==> src/inc/eag_pkg.sv <==
// package: modes, sizes, widths and request/answer carriers for the address generator
`default_nettype none
package eag_pkg;
  localparam int ADDR_W = 32;
  localparam int REG_IDX_W = 4;
  localparam int NUM_REGS = 16;
  localparam logic [3:0] FIRST_REG_IDX = 4'h0;
  localparam logic [31:0] LONG_ALIGN_MASK = 32'hFFFFFFFC;
  localparam logic [31:0] STEP_BYTE = 32'h00000001;
  localparam logic [31:0] STEP_WORD = 32'h00000002;
  localparam logic [31:0] STEP_LONG = 32'h00000004;
  localparam int TRAP_SHIFT = 2;
  localparam int DISP4_W = 4;
  localparam int DISP8_W = 8;
  localparam int DISP12_W = 12;
  localparam int FIELD_W = 12;

  typedef enum logic [1:0] {
    EAG_SZ_BYTE = 2'h0,
    EAG_SZ_WORD = 2'h1,
    EAG_SZ_LONG = 2'h2
  } eag_size_type;

  typedef enum logic [3:0] {
    EAG_M_REG_DIRECT = 4'h0,
    EAG_M_REG_IND = 4'h1,
    EAG_M_POST_INC = 4'h2,
    EAG_M_PRE_DEC = 4'h3,
    EAG_M_DISP4_REG = 4'h4,
    EAG_M_IDX_REG = 4'h5,
    EAG_M_DISP8_GBASE = 4'h6,
    EAG_M_IDX_GBASE = 4'h7,
    EAG_M_PC_DISP8 = 4'h8,
    EAG_M_BRANCH8 = 4'h9,
    EAG_M_BRANCH12 = 4'hA,
    EAG_M_PC_REG = 4'hB,
    EAG_M_IMM_ZERO = 4'hC,
    EAG_M_IMM_SIGN = 4'hD,
    EAG_M_IMM_TRAP = 4'hE
  } eag_mode_type;

  typedef struct packed {
    eag_mode_type mode;
    eag_size_type size;
    logic [REG_IDX_W-1:0] reg_idx;
    logic [FIELD_W-1:0] field;
    logic [ADDR_W-1:0] pc;
    logic [ADDR_W-1:0] global_base_register;
  } eag_req_type;

  typedef struct packed {
    logic [ADDR_W-1:0] ea;
    logic ea_valid;
    logic [ADDR_W-1:0] operand;
    logic operand_valid;
    logic wb_en;
    logic [REG_IDX_W-1:0] wb_idx;
    logic [ADDR_W-1:0] wb_data;
  } eag_rsp_type;
endpackage
`default_nettype wire

==> src/verilog/eag_regfile.sv <==
// general register file: sixteen words, two registered read ports, one write port
`timescale 1ns/10ps
`default_nettype none
module eag_regfile (
  input wire logic mclk_in,
  input wire logic we_in,
  input wire logic [3:0] waddr_in,
  input wire logic [31:0] wdata_in,
  input wire logic [3:0] raddr_a_in,
  input wire logic [3:0] raddr_b_in,
  output logic [31:0] rdata_a_out,
  output logic [31:0] rdata_b_out
);
  logic [31:0] mem_r [0:eag_pkg::NUM_REGS-1];

  // write-first so a back-to-back update reads the new value
  always_ff @(posedge mclk_in) begin
    if (we_in) begin
      mem_r[waddr_in] <= wdata_in;
    end
  end

  always_ff @(posedge mclk_in) begin
    rdata_a_out <= (we_in && waddr_in == raddr_a_in) ? wdata_in : mem_r[raddr_a_in];
    rdata_b_out <= (we_in && waddr_in == raddr_b_in) ? wdata_in : mem_r[raddr_b_in];
  end
endmodule
`default_nettype wire

==> src/verilog/eag_top.sv <==
// effective address generator: address, write-back and immediate operand datapath
`timescale 1ns/10ps
`default_nettype none
module eag_top (
  input wire logic mclk_in,
  input wire logic reset_in,
  input wire logic req_valid_in,
  input wire eag_pkg::eag_req_type req_in,
  input wire logic ext_we_in,
  input wire logic [3:0] ext_waddr_in,
  input wire logic [31:0] ext_wdata_in,
  output eag_pkg::eag_rsp_type rsp_out
);
  // ----------------------------------------
  // stage 1: capture request, read registers
  // ----------------------------------------
  eag_pkg::eag_req_type req_r;
  logic req_valid_r;
  logic [31:0] sel_reg;
  logic [31:0] first_reg;
  logic rf_we;
  logic [3:0] rf_waddr;
  logic [31:0] rf_wdata;
  eag_pkg::eag_rsp_type rsp_nxt;

  always_ff @(posedge mclk_in) begin
    if (reset_in) begin
      req_valid_r <= 1'b0;
      req_r <= '0;
    end else begin
      req_valid_r <= req_valid_in;
      req_r <= req_in;
    end
  end

  // own write-back has priority over the external port; the decoder must not collide
  assign rf_we = rsp_nxt.wb_en || ext_we_in;
  assign rf_waddr = rsp_nxt.wb_en ? rsp_nxt.wb_idx : ext_waddr_in;
  assign rf_wdata = rsp_nxt.wb_en ? rsp_nxt.wb_data : ext_wdata_in;

  eag_regfile u_regfile (
    .mclk_in(mclk_in),
    .we_in(rf_we),
    .waddr_in(rf_waddr),
    .wdata_in(rf_wdata),
    .raddr_a_in(req_in.reg_idx),
    .raddr_b_in(eag_pkg::FIRST_REG_IDX),
    .rdata_a_out(sel_reg),
    .rdata_b_out(first_reg)
  );

  // ----------------------------------------
  // stage 2: address arithmetic
  // ----------------------------------------
  logic [31:0] step;
  logic [1:0] scale_sh;
  logic [31:0] d4_zx;
  logic [31:0] d8_zx;
  logic [31:0] d8_sx;
  logic [31:0] d12_sx;
  logic [31:0] pc_base;

  always_comb begin
    case (req_r.size)
      eag_pkg::EAG_SZ_WORD: begin
        step = eag_pkg::STEP_WORD;
        scale_sh = 2'h1;
      end
      eag_pkg::EAG_SZ_LONG: begin
        step = eag_pkg::STEP_LONG;
        scale_sh = 2'h2;
      end
      default: begin
        step = eag_pkg::STEP_BYTE;
        scale_sh = 2'h0;
      end
    endcase
  end

  assign d4_zx = {28'h0000000, req_r.field[eag_pkg::DISP4_W-1:0]};
  assign d8_zx = {24'h000000, req_r.field[eag_pkg::DISP8_W-1:0]};
  assign d8_sx = {{24{req_r.field[eag_pkg::DISP8_W-1]}}, req_r.field[eag_pkg::DISP8_W-1:0]};
  assign d12_sx = {{20{req_r.field[eag_pkg::DISP12_W-1]}}, req_r.field};
  // long operands read from a 4-byte-aligned pc; word and byte reads use pc as is
  assign pc_base = (req_r.size == eag_pkg::EAG_SZ_LONG) ?
                   (req_r.pc & eag_pkg::LONG_ALIGN_MASK) : req_r.pc;

  // 32-bit targets throughout: carries beyond bit 31 fall away
  always_comb begin
    rsp_nxt = '0;
    if (req_valid_r) begin
      case (req_r.mode)
        eag_pkg::EAG_M_REG_DIRECT: begin
          rsp_nxt.operand = sel_reg;
          rsp_nxt.operand_valid = 1'b1;
        end
        eag_pkg::EAG_M_REG_IND: begin
          rsp_nxt.ea = sel_reg;
          rsp_nxt.ea_valid = 1'b1;
        end
        eag_pkg::EAG_M_POST_INC: begin
          rsp_nxt.ea = sel_reg;
          rsp_nxt.ea_valid = 1'b1;
          rsp_nxt.wb_en = 1'b1;
          rsp_nxt.wb_idx = req_r.reg_idx;
          rsp_nxt.wb_data = sel_reg + step;
        end
        eag_pkg::EAG_M_PRE_DEC: begin
          rsp_nxt.ea = sel_reg - step;
          rsp_nxt.ea_valid = 1'b1;
          rsp_nxt.wb_en = 1'b1;
          rsp_nxt.wb_idx = req_r.reg_idx;
          rsp_nxt.wb_data = sel_reg - step;
        end
        eag_pkg::EAG_M_DISP4_REG: begin
          rsp_nxt.ea = sel_reg + (d4_zx << scale_sh);
          rsp_nxt.ea_valid = 1'b1;
        end
        eag_pkg::EAG_M_IDX_REG: begin
          rsp_nxt.ea = sel_reg + first_reg;
          rsp_nxt.ea_valid = 1'b1;
        end
        eag_pkg::EAG_M_DISP8_GBASE: begin
          rsp_nxt.ea = req_r.global_base_register + (d8_zx << scale_sh);
          rsp_nxt.ea_valid = 1'b1;
        end
        eag_pkg::EAG_M_IDX_GBASE: begin
          rsp_nxt.ea = req_r.global_base_register + first_reg;
          rsp_nxt.ea_valid = 1'b1;
        end
        eag_pkg::EAG_M_PC_DISP8: begin
          // byte size is not a legal pc-relative form; treated as word scaling
          rsp_nxt.ea = (req_r.size == eag_pkg::EAG_SZ_LONG) ?
                       pc_base + (d8_zx << 2) : pc_base + (d8_zx << 1);
          rsp_nxt.ea_valid = 1'b1;
        end
        eag_pkg::EAG_M_BRANCH8: begin
          rsp_nxt.ea = req_r.pc + (d8_sx << 1);
          rsp_nxt.ea_valid = 1'b1;
        end
        eag_pkg::EAG_M_BRANCH12: begin
          rsp_nxt.ea = req_r.pc + (d12_sx << 1);
          rsp_nxt.ea_valid = 1'b1;
        end
        eag_pkg::EAG_M_PC_REG: begin
          rsp_nxt.ea = req_r.pc + sel_reg;
          rsp_nxt.ea_valid = 1'b1;
        end
        eag_pkg::EAG_M_IMM_ZERO: begin
          rsp_nxt.operand = d8_zx;
          rsp_nxt.operand_valid = 1'b1;
        end
        eag_pkg::EAG_M_IMM_SIGN: begin
          rsp_nxt.operand = d8_sx;
          rsp_nxt.operand_valid = 1'b1;
        end
        eag_pkg::EAG_M_IMM_TRAP: begin
          rsp_nxt.operand = d8_zx << eag_pkg::TRAP_SHIFT;
          rsp_nxt.operand_valid = 1'b1;
        end
        default: begin
          rsp_nxt = '0;
        end
      endcase
    end
  end

  // ----------------------------------------
  // stage 3: registered answer
  // ----------------------------------------
  always_ff @(posedge mclk_in) begin
    if (reset_in) begin
      rsp_out <= '0;
    end else begin
      rsp_out <= rsp_nxt;
    end
  end

  // ----------------------------------------
  // checks
  // ----------------------------------------
  property p_post_inc;
    @(posedge mclk_in) disable iff (reset_in)
    (req_valid_r && req_r.mode == eag_pkg::EAG_M_POST_INC)
      |=> (rsp_out.ea == $past(sel_reg) && rsp_out.wb_data == $past(sel_reg) + $past(step));
  endproperty
  a_post_inc: assert property (p_post_inc) else $error("post-increment wrong");

  property p_pre_dec;
    @(posedge mclk_in) disable iff (reset_in)
    (req_valid_r && req_r.mode == eag_pkg::EAG_M_PRE_DEC)
      |=> (rsp_out.wb_en && rsp_out.ea == rsp_out.wb_data &&
           rsp_out.wb_data == $past(sel_reg) - $past(step));
  endproperty
  a_pre_dec: assert property (p_pre_dec) else $error("pre-decrement address differs");

  property p_reg_ind;
    @(posedge mclk_in) disable iff (reset_in)
    (req_valid_r && req_r.mode == eag_pkg::EAG_M_REG_IND)
      |=> (!rsp_out.wb_en && rsp_out.ea_valid && rsp_out.ea == $past(sel_reg));
  endproperty
  a_reg_ind: assert property (p_reg_ind) else $error("indirect mode wrong");

  property p_direct;
    @(posedge mclk_in) disable iff (reset_in)
    (req_valid_r && req_r.mode == eag_pkg::EAG_M_REG_DIRECT)
      |=> (!rsp_out.ea_valid && rsp_out.operand == $past(sel_reg));
  endproperty
  a_direct: assert property (p_direct) else $error("direct operand wrong");

  property p_pc_long;
    @(posedge mclk_in) disable iff (reset_in)
    (req_valid_r && req_r.mode == eag_pkg::EAG_M_PC_DISP8 && req_r.size == eag_pkg::EAG_SZ_LONG)
      |=> (rsp_out.ea[1:0] == 2'h0);
  endproperty
  a_pc_long: assert property (p_pc_long) else $error("long pc-relative unaligned");

  property p_branch;
    @(posedge mclk_in) disable iff (reset_in)
    (req_valid_r && req_r.mode == eag_pkg::EAG_M_BRANCH8)
      |=> (rsp_out.ea[0] == $past(req_r.pc[0]));
  endproperty
  a_branch: assert property (p_branch) else $error("branch parity wrong");

  property p_imm_zero;
    @(posedge mclk_in) disable iff (reset_in)
    (req_valid_r && req_r.mode == eag_pkg::EAG_M_IMM_ZERO)
      |=> (rsp_out.operand_valid && rsp_out.operand == {24'h000000, $past(req_r.field[7:0])});
  endproperty
  a_imm_zero: assert property (p_imm_zero) else $error("zero extension wrong");

  property p_trap;
    @(posedge mclk_in) disable iff (reset_in)
    (req_valid_r && req_r.mode == eag_pkg::EAG_M_IMM_TRAP)
      |=> (rsp_out.operand == {22'h000000, $past(req_r.field[7:0]), 2'h0});
  endproperty
  a_trap: assert property (p_trap) else $error("trap offset wrong");

  property p_idle;
    @(posedge mclk_in) disable iff (reset_in)
    !req_valid_r |=> (!rsp_out.ea_valid && !rsp_out.operand_valid && !rsp_out.wb_en);
  endproperty
  a_idle: assert property (p_idle) else $error("answer without request");
endmodule
`default_nettype wire

==> config.mk <==
export PLATFORM = sky130hd
export DESIGN_NAME = eag_top
export DESIGN_NICKNAME = d
export VERILOG_FILES = /design/src/inc/eag_pkg.sv /design/src/verilog/eag_regfile.sv /design/src/verilog/eag_top.sv
export SDC_FILE = /design/constraint.sdc
export NUM_CORES = 1
export LEC_CHECK = 0
export ABC_CLOCK_PERIOD_IN_PS = 7000
export BUFFER_PORTS_ARGS = -buffer_cell sky130_fd_sc_hd__buf_2
export CAP_MARGIN = 30
export CORE_MARGIN = 2
export CORE_UTILIZATION = 35
export CTS_CLUSTER_DIAMETER = 30
export DETAILED_ROUTE_END_ITERATION = 12
export PLACE_DENSITY = 0.56
export SKIP_CTS_REPAIR_TIMING = 1
export SYNTH_ARGS = -nofsm -noshare
export SYNTH_HDL_FRONTEND = slang
export SYNTH_SLANG_ARGS = --single-unit
==> constraint.sdc <==
create_clock -name mclk_in -period 7 [get_ports mclk_in]
set_input_delay 0.35 -clock mclk_in [delete_from_list [all_inputs] [get_ports mclk_in]]
set_output_delay 0.35 -clock mclk_in [all_outputs]
set_load 0.03 [all_outputs]
Word level (Yosys, flattened, before mapping)
Memory sizes are Yosys's and may differ from the RTL's. A register that Yosys moved wholly into a read port is not among the register bits.
Index checks and enable logic that the tools add are counted.
Storage, ports and cells
  flip-flop bits (word level): 190
  bits in latches: 0
  memory bits (writable): 512
  memory bits (read-only): 0
  bits of input ports: 126
  output and inout port bits: 103
  memories kept: 1
Memories
  u_regfile.mem_r: depth 16, width 32, rd ports 2, clocked after Yosys merged registers in 2, wr ports 1, RTL line eag_regfile.sv:14  | logic [31:0] mem_r [0:eag_pkg::NUM_REGS-1];
Operators by class
  add/sub/neg operators: 11
  multiply operators: 0
  div/mod/pow operators: 0
  order comparisons: 0
  equal/unequal tests: 16
  shifts and indexed selects: 2
  multiplexer cells: 12
  bitwise logic cells: 1
  reductions and logical operators: 4
Operators with widths (count)
  case mux 33 bit (10 select lines): 1
  adder 32 bit: 8
  case mux 33 bit (4 select lines): 1
  case mux 37 bit (2 select lines): 1
  two-way mux 32 bit: 2
  two-way mux 37 bit: 1
  adder 32 x 10 -> 32 bit: 1
  adder 32 x 9 -> 32 bit: 1
  left shift 4 x 2 -> 32 bit: 1
  left shift 8 x 2 -> 32 bit: 1
  subtractor 32 bit: 1
  == test 4 bit (second input constant): 7
  == test 4 x 3 -> 1 bit (second input constant): 4
  == test 4 x 2 -> 1 bit (second input constant): 2
  case mux 3 bit (2 select lines): 1
  == test 4 x 1 -> 1 bit (second input constant): 1
  logical NOT 4 bit: 1
  two-way mux 4 bit: 1
  case mux 2 bit (2 select lines): 1
  OR reduction 2 bit: 2
  == test 2 x 1 -> 1 bit (second input constant): 1
  == test 2 bit (second input constant): 1
  two-way mux 1 bit: 2
  two-way mux 2 bit: 1
  other kinds (2): 2

Depth between registers and ports, before layout
Gate-level depths: netlist of run 1.
  word-level depth: 8
  gate-level depth with buffers: 24
  gate-level depth less buffers: 20

Hierarchy
Synthesis of run 1 repeated with hierarchy kept, for this count alone.
Unflattened totals
  cells, all modules: 3114
  area, all modules: 38443.1 um^2
By module, submodules not included
  eag_regfile: instances 1, cells each 1085, area an instance 23067.1 um^2
  eag_top: instances 1, cells each 2029, area an instance 15376.0 um^2

Least setup slack after synthesis of run 1
Ideal clock, no wire load.
  kind: flip-flop to flip-flop
  from: register (tool-made name)
  to: memory u_regfile.mem_r[0][12], data pin
  library setup time: 0.341 ns
  arrival time: 5.196 ns
  slack: 1.463 ns
  cell stages (with the launch flop): 23
  period minus slack after synthesis: 5.537 ns
  path through: dfxtp_1 -> buf_6 -> buf_12 -> buf_12 -> buf_12 -> buf_8 -> buf_6 -> buf_2 -> mux4_2 -> mux4_2 -> inv_1 -> ha_1 -> fa_1 -> nor2_1 -> nor2_1 -> nand3_1 -> nor3_1 -> nand2_1 -> nor2_1 -> nand2_1 -> o22a_1 -> xor2_1 -> o31ai_1
RTL lines (RTL line)
  end, declared: eag_regfile.sv:14

Final worst setup path of run 1
  from: register req_r[83] (netlist name)
  to: register rsp_out[101] (netlist name)
Between the ends
  longest elaborated chain between the ends: 3
Ends and longest elaborated chain
  start, declared: RTL line eag_top.sv:17  | eag_pkg::eag_req_type req_r;
  start signal, assigned: RTL line eag_top.sv:32  | req_r <= req_in;
  == test 4 x 2 -> 1 bit or == test 4 x 1 -> 1 bit (tied branches): RTL line eag_top.sv:92  | case (req_r.mode)
  OR reduction 2 bit (no source line)
  case mux 33 bit (10 select lines) (*): RTL line eag_top.sv:92
  end signal, assigned: RTL line eag_top.sv:175  | rsp_out <= rsp_nxt;
  end, declared: RTL line eag_top.sv:12  | output eag_pkg::eag_rsp_type rsp_out
Every way passes the cells marked *; elsewhere a longest branch is shown, timed or not.
A chain may end at the register's enable or synchronous reset.

==> reports/qor.yml, run 1 <==
timing:
  timing.hold.ws_ps: 29.74
  drv_slew: 0
  slew_headroom: 0.2888
  fmax_mhz: 163.2
  tightest_slew_ps: 1060
  fin_crit_sh: 0.8751
  rsz0062_at_grt: "no"
  finalCriticalPeriod_ps: 6126
  finClkSkew_ps: 49.57
  hold_viol: 0
  tns_ps: 0
  setup_violations: 0
setup_path:
  critPathLaunchType: "flip-flop"
  crit_type: "reg2reg"
  cp.required_ps: 7600
  cp-end-kind: "flip-flop"
  cp.arrival_ps: 6720
  cp_max_fo: 19
synthesis:
  syn_nets: 3045
  yosysTopAreaCell: "edfxtp_1"
  synthTopCellsByArea: "edfxtp_1, dfxtp_1, mux4_2"
  yosysTopAreaCellShare: 0.4405
  async_flop_share: 0
  yosysWarnings: 0
  synth.distinct_cells: 108
  ys_seq_area_frac: 0.5518
  synthFlopType: "edfxtp_1"
  synth_edf_count: 512
  synth_cells: 2799
  avgSynthCellArea_um2: 12.47
  yosys_register_bits: 706
  synth_area_um2: 34900
route:
  firstDrtPassIters: 6
  drcViolationCount: 0
  avgRoutedWirePerCell_um: 25.40
  num_vias: 25575
  vias_per_cell: 5.541
  drtIter0Drc: 2755
  ant_nets: 0
  drt-total-wl_um: 117300
worst_hold_path:
  hold_class: "in2reg"
placed_design:
  hpwlAfterDp_um: 80820
  io_buffer_count: 228
  gp_congestion: 0.9650
global_route:
  use_met1: 0.3114
  grt_max_degree: 67
  grt_pass1_wl_um: 169700
  grt.met3_usage: 0.04344
  busiest_layer: "met2"
  grt_usage: 0.2252
  grt_overflow: 0
  met2_usage: 0.3549
  grt_pass1_vias: 25295
  antenna_found_initial: 14
die:
  dieHeight_um: 319.8
  initial_core_util: 0.3541
  io_pins: 229
  core_area_um2: 98560
  fp-row-count: 115
  dieArea_um2: 102300
  die_w_um: 319.8
clocking:
  cts.sinks: 706
  clk_path_buf_depth: 3
  numCtsBuffers: 144
  htreeDepth: 4
  cts_tree: "built"
  clk_pin_slew_ps: 60
  worstSkewPairLatency_ps: 750
  root_buffer: "clkbuf_16"
final_layout:
  nNetsFinal: 3449
  drive_gt1_frac: 0.2320
  area_growth_pct: 25.03
power_and_ir_drop:
  pwr_density_cell_nw_per_um2: 290.2
  power.leakage_nw: 16.33
  ir_drop_uv: 154.6
run_status:
  status: "completed"
run:
  drv_cap: 0
critical path, cell delays in order (launching register included):
cell and delay, ps:
dfxtp_1 820, nand2_1 230, o21ai_0 480, a21boi_0 580, inv_1 520, ha_1 540, nand4_1 230, a211o_1 290
a31oi_1 370, o21ai_0 280, a31o_2 280, a31oi_1 220, a31oi_1 140, mux2i_1 180, or4_1 540, a21oi_1 150
o22ai_1 90
metrics by stage:
step / std cells / area, µm² / utilization / setup slack, ps / power, W
CTS: 4524 / 42720 / 0.4334 / 804.9 / 0.01271
floorplan: 2799 / 34900 / - / 1463 / 0.005456
global placement: 4252 / 37660 / 0.3821 / 930.7 / 0.005839
detailed placement: 4254 / 37690 / 0.3824 / 834.6 / 0.005838
finish: 4616 / 43640 / 0.4427 / 874.0 / 0.01267
global route: 4614 / 43630 / 0.4427 / 493.4 / 0.01307
cell usage in the layout, fill, tap and decap left out, drive strengths merged, types with 12 or more instances in the layout:
cell           n
a211oi        12
a21o          45
a21oi        171
a221oi        16
a22o          30
a22oi         47
a31oi         32
and2          25
and3          50
buf          312
clkbuf       172
clkinv        59
dfxtp        194
dlygate4sd3   87
edfxtp       512
ha           113
inv           85
mux2i         21
mux4         138
nand2        244
nand2b        23
nand3         45
nand4         21
nor2         186
nor2b        112
nor3          41
nor4          15
o211ai        16
o21a          13
o21ai        128
o22ai         36
o31ai         16
xnor2         92
xor2          44
kinds of logic after synthesis:
group                    share of synthesized area
AND/OR/NAND/NOR                             0.1193
flip-flops                                  0.5518
AO/OA/AOI/OAI                               0.1224
buffers and inverters                      0.02818
multiplexers                               0.09973
XOR/XNOR                                   0.03413
adder cells (fa/ha/maj)                    0.04452
cell usage after synthesis, types with 7 or more instances:
cell and count:
edfxtp_1 512, nand2_1 239, dfxtp_1 194, nor2_1 183, a21oi_1 170, mux4_2 122
ha_1 113, o21ai_0 113, nor2b_1 112, xnor2_1 92, clkbuf_1 87, inv_1 55
and3_1 47, a22oi_1 45, nand3_1 45, a21o_1 44, xor2_1 44, nor3_1 41
o22ai_1 34, a31oi_1 31, a22o_1 30, nand2b_1 23, and2_1 22, buf_2 21
nand4_1 21, mux2i_1 20, mux4_1 16, o31ai_1 16, a221oi_1 15, o211ai_1 15
o21ai_1 14, o21a_1 13, a211oi_1 12, a21boi_0 10, buf_1 10, buf_6 9
nor3b_1 9, nor4_1 9, a41oi_1 8, mux2_2 8, o21bai_1 8, fa_1 7
or3_1 7
final cells by class:
class | instances | area (µm²)
Fill cell | 8951 | 54930
Sequential cell | 706 | 19270
Multi-Input combinational cell | 1891 | 14800
Clock buffer | 172 | 3928
Timing Repair Buffer | 399 | 2694
Tap cell | 1287 | 1610
Clock inverter | 98 | 1104
Inverter | 61 | 229.0
Antenna cell | 2 | 5.005
routing by layer:
layer	wire length, µm	up-vias
met5	123	-
met4	3280	18
met3	8312	190
met2	53810	1093
met1	51730	12686
li1	-	11588
flip-flops by register name, indices dropped and copies added (netlist names), named ones only:
signal,flops
req_valid_r,1
d12_sx,12
req_r,74
rsp_out,103
u_regfile.mem_r,512
power breakdown:
part / internal, W / switching, W / leakage [nW]
registers: 0.00458 / 0.0000736 / 6.22
clock network: 0.00437 / 0.00247 / 2.44
logic: 0.000444 / 0.000722 / 7.67
worst paths after layout:
path	start	endpoint	slack, ps	cells after the start
hold / removal	reset_in	req_r[81]	30	2
hold reg to reg	req_r[76]	rsp_out[32]	530	1
setup / recovery	req_r[83]	rsp_out[101]	870	16
setup reg to reg	req_r[83]	rsp_out[101]	870	16
Power figures use the tool's default switching activity.
==> run 2: changes to the inputs <==
- RECOVER_POWER: not set -> 25
==> reports/qor.yml, run 2 (synthesized netlist as in run 1, its figures left out) <==
run_status:
  status: "finished, violations left"
  violations: "max-capacitance violations, max-slew violations"
final_layout:
  mostFrequentLayoutCells: "edfxtp_1, nand2_1, dfxtp_1, nor2_1, a21oi_1"
  nNetsFinal: 3449  # unchanged
  final_util: 0.4405  # -0.002247
  drive_gt1_frac: 0.1939  # -0.03817
  largest_reg_flops: 512  # unchanged
  area_growth_pct: 24.39
  num-fill-cells: 9020  # +0.77%
  final_area_um2: 43420  # -0.51%
  multi_input_area_um2: 14750  # -0.34%
  top_regs: "u_regfile.mem_r: 512 flops, rsp_out: 103 flops, req_r: 74 flops"
  top_register: "u_regfile.mem_r"
  final-seq-area_um2: 19270  # about the same
  final_common_cell: "edfxtp_1"
  fin_cells: 4619  # +0.065%
die:
  initial_core_util: 0.3541  # unchanged
  fp-row-count: 115  # unchanged
  die_w_um: 319.8  # unchanged
  core_area_um2: 98560  # unchanged
  dieArea_um2: 102300  # unchanged
  io_pins: 229  # unchanged
  dieHeight_um: 319.8  # unchanged
global_route:
  grt_pass1_vias: 25295  # unchanged
  grt_overflow: 0  # unchanged
  grt_max_degree: 67  # unchanged
  grt_usage: 0.2252  # unchanged
  antenna_found_initial: 14  # unchanged
  grt_pass1_wl_um: 169700  # unchanged
timing:
  tightest_slew_ps: 2446  # +1386 ps
  finalCriticalPeriod_ps: 6357  # +230.6 ps
  drv_slew: 219  # +219
  setup_violations: 0  # unchanged
  fin_crit_sh: 0.9081  # +0.03294
  fmax_mhz: 157.3  # -3.6%
  fin_ws_ps: 643.4  # -230.6 ps
  tns_ps: 0  # unchanged
  finClkSkew_ps: 52.60  # +3.030 ps
  slew_headroom: -0.6307  # -0.9195
  hold_viol: 0  # unchanged
  rsz0062_at_grt: "no"
route:
  ant_nets: 0  # unchanged
  drt-total-wl_um: 117300  # about the same
  drcViolationCount: 0  # unchanged
  firstDrtPassIters: 5  # -1
  drtIter0Drc: 2602  # -5.6%
  vias_per_cell: 5.558  # +0.32%
  num_vias: 25673  # +0.38%
  avgRoutedWirePerCell_um: 25.40  # about the same
setup_path:
  setup.worst_path.start: "req_r[82]"
  cp.required_ps: 7600  # about the same
  cp_max_fo: 40  # +21
  cp.arrival_ps: 6950  # +230 ps
  crit_end: "rsp_out[101]"
  r2r-end: "rsp_out[101]"
  cp-end-kind: "flip-flop"
  rr_worst_depth: 15  # -1
  crit_type: "reg2reg"
  r2r-start: "req_r[82]"
  critPathLaunchType: "flip-flop"
  reg2reg_slack_ps: 640  # -230 ps
power_and_ir_drop:
  pwr_density_cell_nw_per_um2: 291.7  # +0.51%
  ir_drop_uv: 155.5  # +0.55%
  power.leakage_nw: 15.82  # -3.1%
clocking:
  htreeDepth: 4  # unchanged
  cts_tree: "built"
  root_buffer: "clkbuf_16"
  numCtsBuffers: 144  # unchanged
  clk_path_buf_depth: 3  # unchanged
  clk_pin_slew_ps: 60  # about the same
  cts.sinks: 706  # unchanged
  worstSkewPairLatency_ps: 760  # about the same
placed_design:
  hpwlAfterDp_um: 80820  # unchanged
  placed_area_um2: 37690  # unchanged
  dp.cells: 4254  # unchanged
  gp_congestion: 0.9650  # unchanged
  io_buffer_count: 228  # unchanged
  pre_cts_ws_ps: 834.6  # unchanged
worst_hold_path:
  hold_class: "in2reg"
run:
  drv_cap: 6  # +6
==> run 2: changes by cell type in the layout (fill, tap and decap cells not counted), moves of 2 or more <==
cell / change
diode_2: +3
nor2_4: -5
dfxtp_1: +2
nor2_1: +5
clkbuf_1: +117
buf_4: -11
buf_2: -107
==> run 2: stage by stage <==
stage,hold slack (ps),total power (W)
6_report,101.3,0.01267
5_1_grt,148.3,0.01306
4_1_cts,-312.3,0.01271
3_5_place_dp,479.6,0.005838
3_3_place_gp,480.3,0.005839
2_1_floorplan,377.7,0.005456
==> run 2: worst min path at each step <==
stage               cells past startpoint                 endpoint  slack, ps             start
floorplan                               0                flip-flop        380        req_in[76]
global placement                        1                flip-flop        480        req_in[77]
detailed placement                      1                flip-flop        480        req_in[76]
CTS                                     1                flip-flop       -310        req_in[76]
global route                            3   u_regfile.mem_r[10][6]        150   ext_wdata_in[6]
finish                                  4  u_regfile.mem_r[10][17]        100  ext_wdata_in[17]
==> run 2: critical path, cell delays in order (launching register included) <==
cell	delay (ps)
dfxtp_1	1390
nor2_1	330
a21boi_0	620
inv_1	520
ha_1	540
nand4_1	230
a211o_1	290
a31oi_1	370
o21ai_0	280
a31o_2	280
a31oi_1	220
a31oi_1	140
mux2i_1	180
or4_1	540
a21oi_1	150
o22ai_1	90
==> run 2: report_power, final <==
part / switching [W] / internal, W
Sequential: 0.0000736 / 0.00458
Combinational: 0.000720 / 0.000440
Clock: 0.00247 / 0.00437
Total: 0.00327 / 0.00940
==> run 2: final cells by class <==
class / instances / share of cell area
inverter: 61 / 0.005274
sequential: 706 / 0.4437
clock buffer: 172 / 0.09046
clock inverter: 98 / 0.02542
tap: 1287 / 0.03709
multi-input combinational: 1891 / 0.3397
antenna: 5 / 0.0002882
timing repair buffer: 399 / 0.05804
==> run 2: routing by layer <==
| metal | routed length (µm) | global-route usage | share of wire |
|---|---|---|---|
| met1 | 51430 | 0.3114 | 0.44 |
| met5 | 123 | 0 | 0.0010 |
| met4 | 3391 | 0.07537 | 0.029 |
| met3 | 8766 | 0.04344 | 0.075 |
| met2 | 53610 | 0.3549 | 0.46 |
